### src/common/tpc_map.vh
// Register map, field positions, codes and reset values of the timer pulse block.
`ifndef TPC_MAP_VH
`define TPC_MAP_VH

// Channel count.
`define TPC_NUM_CH        2

// Register byte addresses.
`define TPC_ADDR_TSC      12'h000
`define TPC_ADDR_CNTH     12'h004
`define TPC_ADDR_CNTL     12'h008
`define TPC_ADDR_MODH     12'h00C
`define TPC_ADDR_MODL     12'h010
// Channel n occupies 0x020 + 0x010*n; word index within the channel block.
`define TPC_CH_BASE_IDX   4'h2
`define TPC_CH_SUB_SC     2'h0
`define TPC_CH_SUB_VH     2'h1
`define TPC_CH_SUB_VL     2'h2

// Timer status/control fields.
`define TPC_TSC_OVF       7
`define TPC_TSC_OVIE      6
`define TPC_TSC_CPWM      5
`define TPC_TSC_CLKS_HI   4
`define TPC_TSC_CLKS_LO   3

// Channel status/control fields.
`define TPC_CSC_FLAG      7
`define TPC_CSC_IE        6
`define TPC_CSC_MODE_HI   5
`define TPC_CSC_MODE_LO   4
`define TPC_CSC_ELS_HI    3
`define TPC_CSC_ELS_LO    2

// Clock source codes.
`define TPC_CLK_OFF       2'h0
`define TPC_CLK_BUS       2'h1
`define TPC_CLK_FIXED     2'h2
`define TPC_CLK_EXT       2'h3

// Edge/level codes.
`define TPC_ELS_OFF       2'h0
`define TPC_ELS_01        2'h1
`define TPC_ELS_10        2'h2
`define TPC_ELS_11        2'h3

// Channel mode codes.
`define TPC_MODE_CAP      2'h0
`define TPC_MODE_CMP      2'h1
`define TPC_MODE_EPWM     2'h2
`define TPC_MODE_CPWM     2'h3

// Reset values.
`define TPC_TSC_RST       4'h0
`define TPC_CSC_RST       5'h00
`define TPC_VAL_RST       16'h0000
`define TPC_MOD_RST       16'h0000
`define TPC_CNT_RST       16'h0000
`define TPC_TERM_FREE     16'hFFFF

`endif

### src/verilog/tpc_timer.v
// Timer pulse module: counter, modulus and capture/compare/PWM channels behind an APB slave.
`timescale 1ns/100ps
`default_nettype none
`include "tpc_map.vh"

// Function
// - Edge/level code 00 releases the channel pin from timer use.
// - Capture mode takes rising, falling or either edge per edge/level code.
// - Compare mode: software only, toggle, clear or set pin on match.
// - Edge PWM: code 10 high-true pulses, code X1 low-true pulses.
// - Center PWM: compare while counting up ends the pulse, compare while counting down starts it.
// - Capture value read latches both bytes until other byte read; control write releases.
// - Compare/PWM value byte writes buffer; transfer after both bytes; control write resets.
// - Channel value bytes are read/write and cleared by reset.
// - Center select makes counter up/down and all channels center PWM.
// - Clock select resets to off; 01 bus clock, others fixed or external.
// - Counting pauses while debug is active.
// - Up counter runs zero to terminal count then wraps to zero.
// - Up/down counter turns at terminal count and zero, each end one tick long.
// - Overflow request is a level while flag and enable are set.
// - Up mode overflow flag sets on terminal count to zero step.
// - Up/down overflow flag sets on step down from terminal count.
// - Counter byte read captures both bytes until both are read.
// - Counter byte write clears the counter and its read coherency state.
// - Flag clears by read while set then write zero; new event wins.
// - Channel flag sets on capture edge or match; request while enabled.
// - Edge PWM value loads after both bytes and counter at zero.
module tpc_timer (
  // Clock and reset.
  input  wire                     clock,
  input  wire                     sys_rst,
  // APB slave.
  input  wire                     psel,
  input  wire                     penable,
  input  wire                     pwrite,
  input  wire [11:0]              paddr,
  input  wire [31:0]              pwdata,
  output wire                     pready,
  output wire                     pslverr,
  output reg  [31:0]              prdata,
  // Clock sources and system state.
  input  wire                     fixed_clk_tick,
  input  wire                     ext_clk_in,
  input  wire                     debug_active,
  // Channel pins.
  input  wire [`TPC_NUM_CH-1:0]   ch_pin_in,
  output wire [`TPC_NUM_CH-1:0]   ch_pin_out,
  output wire [`TPC_NUM_CH-1:0]   ch_pin_oe,
  // Interrupt requests.
  output wire                     ovf_irq,
  output wire [`TPC_NUM_CH-1:0]   ch_irq
);

  ////////////////////////////////////////////////////////////////////////////
  // Bus decode.

  wire        wr_acc   = psel & penable & pwrite;
  wire        rd_setup = psel & ~penable & ~pwrite;
  wire [3:0]  ch_idx   = paddr[7:4] - `TPC_CH_BASE_IDX;
  wire [1:0]  ch_sub   = paddr[3:2];
  wire        ch_hit   = (paddr[11:8] == 4'h0) && (paddr[1:0] == 2'h0) && (paddr[7:4] >= `TPC_CH_BASE_IDX) &&
                         (ch_idx < `TPC_NUM_CH) && (ch_sub != 2'h3);
  wire        top_hit  = (paddr == `TPC_ADDR_TSC) || (paddr == `TPC_ADDR_CNTH) || (paddr == `TPC_ADDR_CNTL) ||
                         (paddr == `TPC_ADDR_MODH) || (paddr == `TPC_ADDR_MODL);
  wire        wr_tsc   = wr_acc && (paddr == `TPC_ADDR_TSC);
  wire        wr_cnt   = wr_acc && ((paddr == `TPC_ADDR_CNTH) || (paddr == `TPC_ADDR_CNTL));
  wire        wr_modh  = wr_acc && (paddr == `TPC_ADDR_MODH);
  wire        wr_modl  = wr_acc && (paddr == `TPC_ADDR_MODL);
  wire        rd_tsc   = rd_setup && (paddr == `TPC_ADDR_TSC);
  wire        rd_cnth  = rd_setup && (paddr == `TPC_ADDR_CNTH);
  wire        rd_cntl  = rd_setup && (paddr == `TPC_ADDR_CNTL);

  assign pready  = 1'b1;
  assign pslverr = psel & penable & ~(ch_hit | top_hit);

  ////////////////////////////////////////////////////////////////////////////
  // Timer control and clock selection.

  reg  [3:0]  tsc_reg;
  reg         ovf_reg;
  reg         ovf_arm_reg;
  reg         ext_prev_reg;
  reg  [15:0] cnt_reg;
  reg         dir_up_reg;
  reg  [15:0] mod_reg;
  reg  [7:0]  mod_bh_reg;
  reg  [7:0]  mod_bl_reg;
  reg         mod_hw_reg;
  reg         mod_lw_reg;
  reg  [15:0] cnt_buf_reg;
  reg         cnt_lat_reg;
  reg         cnt_hrd_reg;
  reg         cnt_lrd_reg;

  wire        ovie     = tsc_reg[`TPC_TSC_OVIE-3];
  wire        cpwm     = tsc_reg[`TPC_TSC_CPWM-3];
  wire [1:0]  clks     = tsc_reg[`TPC_TSC_CLKS_HI-3:`TPC_TSC_CLKS_LO-3];
  wire        clk_on   = (clks != `TPC_CLK_OFF);
  wire        src_tick = (clks == `TPC_CLK_BUS) ||
                         ((clks == `TPC_CLK_FIXED) && fixed_clk_tick) ||
                         ((clks == `TPC_CLK_EXT) && ext_clk_in && ~ext_prev_reg);
  wire        tick     = src_tick & ~debug_active;

  ////////////////////////////////////////////////////////////////////////////
  // Main counter.

  wire [15:0] term     = (mod_reg == `TPC_MOD_RST) ? `TPC_TERM_FREE : mod_reg;
  wire        at_term  = (cnt_reg == term);
  wire        at_zero  = (cnt_reg == `TPC_CNT_RST);
  wire        up_wrap  = tick & ~cpwm & at_term;
  wire        turn_dn  = tick & cpwm & dir_up_reg & at_term;
  wire        ovf_set  = up_wrap | turn_dn;
  wire [15:0] cnt_inc  = cnt_reg + 16'h0001;
  wire [15:0] cnt_dec  = cnt_reg - 16'h0001;
  reg  [15:0] cnt_next;
  reg         dir_next;

  always @* begin
    cnt_next = cnt_reg;
    dir_next = dir_up_reg;
    if (wr_cnt) begin
      cnt_next = `TPC_CNT_RST;
      dir_next = 1'b1;
    end else if (!cpwm) begin
      dir_next = 1'b1;
      if (tick) begin
        cnt_next = at_term ? `TPC_CNT_RST : cnt_inc;
      end
    end else if (tick) begin
      if (dir_up_reg) begin
        cnt_next = at_term ? cnt_dec : cnt_inc;
        dir_next = ~at_term;
      end else begin
        cnt_next = at_zero ? cnt_inc : cnt_dec;
        dir_next = at_zero;
      end
    end
  end

  always @(posedge clock) begin
    if (sys_rst) begin
      tsc_reg      <= `TPC_TSC_RST;
      ovf_reg      <= 1'b0;
      ovf_arm_reg  <= 1'b0;
      ext_prev_reg <= 1'b0;
      cnt_reg      <= `TPC_CNT_RST;
      dir_up_reg   <= 1'b1;
      mod_reg      <= `TPC_MOD_RST;
      mod_bh_reg   <= 8'h00;
      mod_bl_reg   <= 8'h00;
      mod_hw_reg   <= 1'b0;
      mod_lw_reg   <= 1'b0;
      cnt_buf_reg  <= `TPC_CNT_RST;
      cnt_lat_reg  <= 1'b0;
      cnt_hrd_reg  <= 1'b0;
      cnt_lrd_reg  <= 1'b0;
    end else begin
      ext_prev_reg <= ext_clk_in;
      cnt_reg      <= cnt_next;
      dir_up_reg   <= dir_next;
      if (wr_tsc) begin
        tsc_reg <= pwdata[`TPC_TSC_OVIE:`TPC_TSC_CLKS_LO];
      end
      // Overflow flag: a new overflow beats a pending clear and disarms it.
      if (ovf_set) begin
        ovf_reg     <= 1'b1;
        ovf_arm_reg <= 1'b0;
      end else if (wr_tsc && ovf_arm_reg && !pwdata[`TPC_TSC_OVF]) begin
        ovf_reg     <= 1'b0;
        ovf_arm_reg <= 1'b0;
      end else if (rd_tsc && ovf_reg) begin
        ovf_arm_reg <= 1'b1;
      end
      // Modulus byte pairing, cancelled by a timer control write.
      if (wr_tsc) begin
        mod_hw_reg <= 1'b0;
        mod_lw_reg <= 1'b0;
      end else if (wr_modh) begin
        mod_bh_reg <= pwdata[7:0];
        if (mod_lw_reg) begin
          mod_reg    <= {pwdata[7:0], mod_bl_reg};
          mod_lw_reg <= 1'b0;
        end else begin
          mod_hw_reg <= 1'b1;
        end
      end else if (wr_modl) begin
        mod_bl_reg <= pwdata[7:0];
        if (mod_hw_reg) begin
          mod_reg    <= {mod_bh_reg, pwdata[7:0]};
          mod_hw_reg <= 1'b0;
        end else begin
          mod_lw_reg <= 1'b1;
        end
      end
      // Counter read coherency.
      if (wr_cnt) begin
        cnt_lat_reg <= 1'b0;
        cnt_hrd_reg <= 1'b0;
        cnt_lrd_reg <= 1'b0;
      end else if (rd_cnth || rd_cntl) begin
        if (!cnt_lat_reg) begin
          cnt_buf_reg <= cnt_reg;
        end
        if ((rd_cnth && cnt_lrd_reg) || (rd_cntl && cnt_hrd_reg)) begin
          cnt_lat_reg <= 1'b0;
          cnt_hrd_reg <= 1'b0;
          cnt_lrd_reg <= 1'b0;
        end else begin
          cnt_lat_reg <= 1'b1;
          cnt_hrd_reg <= cnt_hrd_reg | rd_cnth;
          cnt_lrd_reg <= cnt_lrd_reg | rd_cntl;
        end
      end
    end
  end

  assign ovf_irq = ovf_reg & ovie;

  wire [15:0] cnt_view = cnt_lat_reg ? cnt_buf_reg : cnt_reg;

  ////////////////////////////////////////////////////////////////////////////
  // Channels.

  wire [`TPC_NUM_CH*8-1:0] ch_rd;

  genvar n;
  generate
    for (n = 0; n < `TPC_NUM_CH; n = n + 1) begin : ch_g
      localparam [3:0] CH_ID = n;
      reg  [4:0]  csc_reg;
      reg         flag_reg;
      reg         arm_reg;
      reg  [15:0] val_reg;
      reg  [15:0] rb_reg;
      reg         rlat_reg;
      reg         rhrd_reg;
      reg         rlrd_reg;
      reg  [7:0]  wbh_reg;
      reg  [7:0]  wbl_reg;
      reg         whw_reg;
      reg         wlw_reg;
      reg         pend_reg;
      reg         pin_reg;
      reg         in_prev_reg;
      reg  [7:0]  rd_byte;

      wire        sel    = ch_hit && (ch_idx == CH_ID);
      wire        wsc    = wr_acc & sel & (ch_sub == `TPC_CH_SUB_SC);
      wire        wvh    = wr_acc & sel & (ch_sub == `TPC_CH_SUB_VH);
      wire        wvl    = wr_acc & sel & (ch_sub == `TPC_CH_SUB_VL);
      wire        rsc    = rd_setup & sel & (ch_sub == `TPC_CH_SUB_SC);
      wire        rvh    = rd_setup & sel & (ch_sub == `TPC_CH_SUB_VH);
      wire        rvl    = rd_setup & sel & (ch_sub == `TPC_CH_SUB_VL);
      wire [1:0]  els    = csc_reg[`TPC_CSC_ELS_HI-2:`TPC_CSC_ELS_LO-2];
      wire [1:0]  mode   = cpwm ? `TPC_MODE_CPWM :
                           csc_reg[`TPC_CSC_MODE_HI-2] ? `TPC_MODE_EPWM :
                           csc_reg[`TPC_CSC_MODE_LO-2] ? `TPC_MODE_CMP : `TPC_MODE_CAP;
      wire        is_cap = (mode == `TPC_MODE_CAP);
      wire        rise   = ch_pin_in[n] & ~in_prev_reg;
      wire        fall   = ~ch_pin_in[n] & in_prev_reg;
      wire        cap_ev = clk_on & is_cap & (((els == `TPC_ELS_01) & rise) | ((els == `TPC_ELS_10) & fall) |
                                              ((els == `TPC_ELS_11) & (rise | fall)));
      wire        match  = tick & ~is_cap & (cnt_reg == val_reg);
      wire        ev     = cap_ev | match;
      wire        pair   = (wvh & wlw_reg) | (wvl & whw_reg);
      wire [15:0] pair_v = wvh ? {pwdata[7:0], wbl_reg} : {wbh_reg, pwdata[7:0]};
      wire        direct = (mode == `TPC_MODE_CMP) | is_cap;
      wire        ld_pnd = pend_reg & (((mode == `TPC_MODE_EPWM) & at_zero) |
                                       ((mode == `TPC_MODE_CPWM) & turn_dn));
      wire        c_off  = (val_reg == `TPC_VAL_RST) | val_reg[15];

      always @(posedge clock) begin
        if (sys_rst) begin
          csc_reg     <= `TPC_CSC_RST;
          flag_reg    <= 1'b0;
          arm_reg     <= 1'b0;
          val_reg     <= `TPC_VAL_RST;
          rb_reg      <= `TPC_VAL_RST;
          rlat_reg    <= 1'b0;
          rhrd_reg    <= 1'b0;
          rlrd_reg    <= 1'b0;
          wbh_reg     <= 8'h00;
          wbl_reg     <= 8'h00;
          whw_reg     <= 1'b0;
          wlw_reg     <= 1'b0;
          pend_reg    <= 1'b0;
          pin_reg     <= 1'b0;
          in_prev_reg <= 1'b0;
        end else begin
          in_prev_reg <= ch_pin_in[n];
          if (wsc) begin
            csc_reg <= pwdata[`TPC_CSC_IE:`TPC_CSC_ELS_LO];
          end
          // Flag: an event in the clearing cycle keeps it set.
          if (ev) begin
            flag_reg <= 1'b1;
            arm_reg  <= 1'b0;
          end else if (wsc && arm_reg && !pwdata[`TPC_CSC_FLAG]) begin
            flag_reg <= 1'b0;
            arm_reg  <= 1'b0;
          end else if (rsc && flag_reg) begin
            arm_reg <= 1'b1;
          end
          // Value register: capture, paired write, deferred PWM load.
          if (cap_ev) begin
            val_reg <= cnt_reg;
          end else if (pair && direct) begin
            val_reg <= pair_v;
          end else if (ld_pnd) begin
            val_reg <= {wbh_reg, wbl_reg};
          end
          if (wsc) begin
            whw_reg  <= 1'b0;
            wlw_reg  <= 1'b0;
            pend_reg <= 1'b0;
          end else if (wvh || wvl) begin
            if (wvh) begin
              wbh_reg <= pwdata[7:0];
            end else begin
              wbl_reg <= pwdata[7:0];
            end
            whw_reg  <= pair ? 1'b0 : (whw_reg | wvh);
            wlw_reg  <= pair ? 1'b0 : (wlw_reg | wvl);
            pend_reg <= pair ? ~direct : pend_reg;
          end else if (ld_pnd) begin
            pend_reg <= 1'b0;
          end
          // Capture read coherency.
          if (wsc) begin
            rlat_reg <= 1'b0;
            rhrd_reg <= 1'b0;
            rlrd_reg <= 1'b0;
          end else if (is_cap && (rvh || rvl)) begin
            if (!rlat_reg) begin
              rb_reg <= val_reg;
            end
            if ((rvh && rlrd_reg) || (rvl && rhrd_reg)) begin
              rlat_reg <= 1'b0;
              rhrd_reg <= 1'b0;
              rlrd_reg <= 1'b0;
            end else begin
              rlat_reg <= 1'b1;
              rhrd_reg <= rhrd_reg | rvh;
              rlrd_reg <= rlrd_reg | rvl;
            end
          end
          // Pin action.
          if (tick && (els != `TPC_ELS_OFF)) begin
            case (mode)
              `TPC_MODE_CMP: begin
                if (match) begin
                  pin_reg <= (els == `TPC_ELS_01) ? ~pin_reg : els[0];
                end
              end
              `TPC_MODE_EPWM: begin
                if (match) begin
                  pin_reg <= els[0];
                end
                if (up_wrap) begin
                  pin_reg <= ~els[0];
                end
              end
              `TPC_MODE_CPWM: begin
                if (c_off) begin
                  pin_reg <= els[0];
                end else if (match) begin
                  pin_reg <= dir_up_reg ? els[0] : ~els[0];
                end
              end
              default: begin
                pin_reg <= pin_reg;
              end
            endcase
          end
        end
      end

      always @* begin
        case (ch_sub)
          `TPC_CH_SUB_SC: rd_byte = {flag_reg, csc_reg, 2'b00};
          `TPC_CH_SUB_VH: rd_byte = (is_cap && rlat_reg) ? rb_reg[15:8] : val_reg[15:8];
          `TPC_CH_SUB_VL: rd_byte = (is_cap && rlat_reg) ? rb_reg[7:0] : val_reg[7:0];
          default:        rd_byte = 8'h00;
        endcase
      end

      assign ch_rd[n*8 +: 8] = sel ? rd_byte : 8'h00;
      assign ch_pin_out[n]   = pin_reg;
      assign ch_pin_oe[n]    = (els != `TPC_ELS_OFF) && !is_cap;
      assign ch_irq[n]       = flag_reg & csc_reg[`TPC_CSC_IE-2];
    end
  endgenerate

  ////////////////////////////////////////////////////////////////////////////
  // Read data, captured in the setup cycle.

  reg  [7:0]  ch_rd_any;
  reg  [7:0]  top_rd;
  integer     i;

  always @* begin
    ch_rd_any = 8'h00;
    for (i = 0; i < `TPC_NUM_CH; i = i + 1) begin
      ch_rd_any = ch_rd_any | ch_rd[i*8 +: 8];
    end
    case (paddr)
      `TPC_ADDR_TSC:  top_rd = {ovf_reg, tsc_reg, 3'b000};
      `TPC_ADDR_CNTH: top_rd = cnt_view[15:8];
      `TPC_ADDR_CNTL: top_rd = cnt_view[7:0];
      `TPC_ADDR_MODH: top_rd = mod_reg[15:8];
      `TPC_ADDR_MODL: top_rd = mod_reg[7:0];
      default:        top_rd = 8'h00;
    endcase
  end

  always @(posedge clock) begin
    if (sys_rst) begin
      prdata <= 32'h00000000;
    end else if (rd_setup) begin
      prdata <= {24'h000000, (top_rd | ch_rd_any)};
    end
  end

endmodule // tpc_timer
`default_nettype wire
### config.mk
export PLATFORM = sky130hd
export DESIGN_NAME = tpc_timer
export DESIGN_NICKNAME = d
export VERILOG_FILES = /design/src/verilog/tpc_timer.v
export VERILOG_INCLUDE_DIRS = /design/src /design/src/common
export SDC_FILE = /design/constraint.sdc
export NUM_CORES = 1
export LEC_CHECK = 0
export BUFFER_PORTS_ARGS = -buffer_cell sky130_fd_sc_hd__buf_2
export CAP_MARGIN = 20
export CORE_AREA = 5 5 191 193
export DETAILED_ROUTE_END_ITERATION = 8
export DIE_AREA = 0 0 196 198
export MAX_ROUTING_LAYER = met4
export PLACE_DENSITY = 0.57
export SETUP_SLACK_MARGIN = 0.4
export SYNTH_ARGS = -nofsm -noshare
export SYNTH_HDL_FRONTEND = slang
export SYNTH_SLANG_ARGS = --single-unit
### constraint.sdc
create_clock -name clock -period 6.8 [get_ports clock]
set_clock_uncertainty 0.2 [all_clocks]
set_input_delay 1.36 -clock clock [delete_from_list [all_inputs] [get_ports clock]]
set_output_delay 1.36 -clock clock [all_outputs]
set_load 0.03 [all_outputs]
==> results_dict.tcl <==
set metrics [dict create \
    maxSlewViolCount 0 \
    pwr-share-clk_pct 52.3 \
    power_density_mw_per_mm2 221 \
    arrival_ns 4.92 \
    yosysWarnings 0 \
    cts_buffers 26 \
    dr.pass1.iters 6 \
    postSynthAreaPerCell_sq_um 7.87 \
    routedWlPerCell_microns 20.3 \
    switching_power_mw 0.698 \
    antenna_found_initial 0 \
    dp_hpwl_mm 26.9 \
    clkSlewWorstSetupHoldPaths_ns 0.06 \
    ys.flop_type "dfxtp_1" \
    drt_iter0_drc 925 \
    p_comb_share_pct 5.6 \
    p_int_mw 2.25 \
    area_delta_synth_final_pct 12.1 \
    wl_mm 40.0 \
    design.die.area_sq_mm 0.0388 \
    grt_pass1_wl_mm 61.4 \
    drcViolationCount 0 \
    fmax_ghz 0.214 \
    clock_latency_ns 0.53 \
    core_area_sq_mm 0.0344 \
    via_count 11000 \
    initial_core_util_pct 34.6 \
    critPathKind "in -> reg" \
    place_area_sq_mm 0.0123 \
    drive_gt1_share_pct 10.6 \
    cap_violations 0 \
    gp_congestion 0.909 \
    grt_start_max_net_pins 122 \
    postCtsSetupBuffers 0 \
    yosysSeqAreaShare_pct 35.5 \
    rsz0062_at_grt "false" \
    slew_headroom_pct 26.5 \
    cts_buffer_depth 3 \
    core.rowCount 68 \
    netlist_area_sq_mm 0.0119 \
    timing.final.crit_share_pct 68.6 \
    antenna_cells 0 \
    hold_class "reg -> reg" \
    p_leak_nw 4.56 \
    hold_viol_final 0 \
    status "finished, final reports clean" \
    setup_violations 0 \
    design_area_sq_mm 0.0133 \
    postSynthCellCount 1511 \
    cts_tree "done" \
    synthArstFlopShare_pct 0 \
    portBuffers 45 \
    nets 1555 \
    crit_path_end_kind "register" \
    synth_edf_count 0 \
    grt_pass1_vias 10100 \
    die_h_microns 198 \
    antenna_left 0 \
    clockRootBuffer "clkbuf_16" \
    setup_tns_ns 0 \
    required_ns 7.05 \
    viasPerCell 5.62 \
    htreeDepth 1 \
    clock_sinks 211 \
    synth-seq-cells 211 \
    hold_buffers 0 \
    dieWidth_microns 196 \
    critPathMaxFanout 16 \
    p_seq_share_pct 42.2 \
    swShare_pct 23.7 \
    fin_crit_ns 4.66 \
    synthDistinctLibCells 67 \
    grt-ovfl-total 0 \
    tightest_slew_ns 1.10 \
    grtUsageTotal_pct 20.4 \
    timing.critical_path.from_type "input port" \
    io_pins 95 \
    cts_resized 0 \
    vdd.ir_drop.worst_v 0.000145 \
]
## Yosys cell counts (4+ instances only)
cell,instances,area share [%]
nand2_1,257,8.1
dfxtp_1,211,36
a21oi_1,158,6.6
nor2_1,149,4.7
mux2i_1,116,9.8
clkbuf_1,96,3.0
nand3_1,39,1.6
a211oi_1,34,2.1
buf_4,32,2.0
xnor2_1,32,2.4
nor3_1,30,1.3
o21ai_0,27,1.1
xor2_1,27,2.0
nor4_1,26,1.4
inv_1,20,0.63
o22ai_1,19,1.0
a41oi_1,18,1.3
a221o_1,16,1.3
a31oi_1,16,0.84
and3_1,11,0.58
buf_2,11,0.46
nand2b_1,11,0.58
a22oi_1,10,0.63
and2_1,10,0.53
or3_1,10,0.53
buf_1,9,0.28
a221oi_1,8,0.59
ha_1,8,0.84
mux2_2,7,0.66
nand4_1,7,0.37
nand3b_1,6,0.38
nor2b_1,6,0.32
nor4_2,6,0.63
o21a_1,5,0.32
a21o_1,4,0.25
nor4_4,4,0.72
o211ai_1,4,0.25
o221ai_1,4,0.29
## cells by family (layout without fill, tap and decap cells)
logic type / count (synthesis) / after routing / share of synthesized area, %
and+or+nand+nor: 590 / 590 / 23.1
buffers and inverters: 168 / 146 / 6.43
DFF: 211 / 211 / 35.5
xor gates and xnor gates: 59 / 59 / 4.35
adders and majority gates: 8 / 8 / 0.842
AOI/OAI and AO/OA: 347 / 347 / 18.7
muxes: 126 / 126 / 11.0
other: 2 / 25 / 0.0631
## power by group through the flow
stage	Sequential, mW	Clock [mW]	Combinational, mW
6_report	1.24	1.54	0.164
5_1_grt	1.24	1.62	0.175
4_1_cts	1.24	1.56	0.162
3_5_place_dp	1.27	0	0.162
3_3_place_gp	1.27	0	0.161
2_1_floorplan	1.27	0	0.114
## worst max-delay path, cell delays in order
cell and delay [ns]:
buf_2 0.10, inv_1 0.04, ha_1 0.19, xnor2_1 0.15, nand4_1 0.29, nor3_4 0.65
and3_1 0.61, a21oi_1 0.19, nor4_4 0.67, mux2i_1 0.17, a221o_1 0.37, a21oi_1 0.12
## worst paths after layout
check,depth (start not counted),to,start,slack (ns)
min reg2reg,2,cnt_buf_reg[11],cnt_buf_reg[11],0.25
max reg2reg,10,cnt_reg[10],mod_reg[11],2.19
min,2,cnt_buf_reg[11],cnt_buf_reg[11],0.25
max,12,ch_g[0].val_reg[15],paddr[5],2.14
## per-stage QoR
| stage | power [mW] | utilization [%] | setup WS, ns | cells | hold slack (ns) |
|---|---|---|---|---|---|
| floorplan | 1.39 | - | 2.24 | 1534 | 0.228 |
| global placement | 1.43 | 35.8 | 1.66 | 1914 | 0.235 |
| detailed placement | 1.43 | 35.8 | 1.65 | 1914 | 0.243 |
| CTS | 2.97 | 38.6 | 1.80 | 1961 | 0.253 |
| global route | 3.04 | 38.8 | 1.91 | 1967 | 0.267 |
| finish | 2.95 | 38.8 | 2.14 | 1967 | 0.248 |
## layer usage
metal / up-vias / global-route usage, % / share of wire (%)
met1: 5312 / 28.4 / 45
met3: 79 / 2.30 / 6.2
li1: 5267 / - / -
met5: - / - / 0
met4: 0 / 7.45 / 4.1
met2: 388 / 30.8 / 44
## cell usage in the layout, fill, tap and decap left out, types with 6 or more instances in the layout
cell type  count
a21oi_1      158
dfxtp_1      211
and3_1        11
a31oi_1       16
nand3b_1       6
xor2_1        27
conb_1        25
mux2_2         7
a221o_1       16
nor3_1        28
buf_2         44
clkbuf_16     27
o22ai_1       19
mux2i_1      116
nor2_1       149
nand2_1      257
a41oi_1       18
nor2b_1        6
ha_1           8
nand2b_1      11
o21ai_0       27
nor4_2         6
nand4_1        7
or3_1         10
nand3_1       39
nor4_1        26
a221oi_1       8
and2_1        10
buf_4         32
a22oi_1       10
inv_1         20
xnor2_1       32
a211oi_1      34
## cell type report
class                           instances  area, sq um
Fill cell                            3584        21000
Multi-Input combinational cell       1155         7000
Sequential cell                       211         4220
Clock buffer                           35          756
Tap cell                              455          569
Timing Repair Buffer                   79          498
Clock inverter                         12          209
Inverter                               20         75.1
No activity file was read; power rests on OpenSTA's default activity.
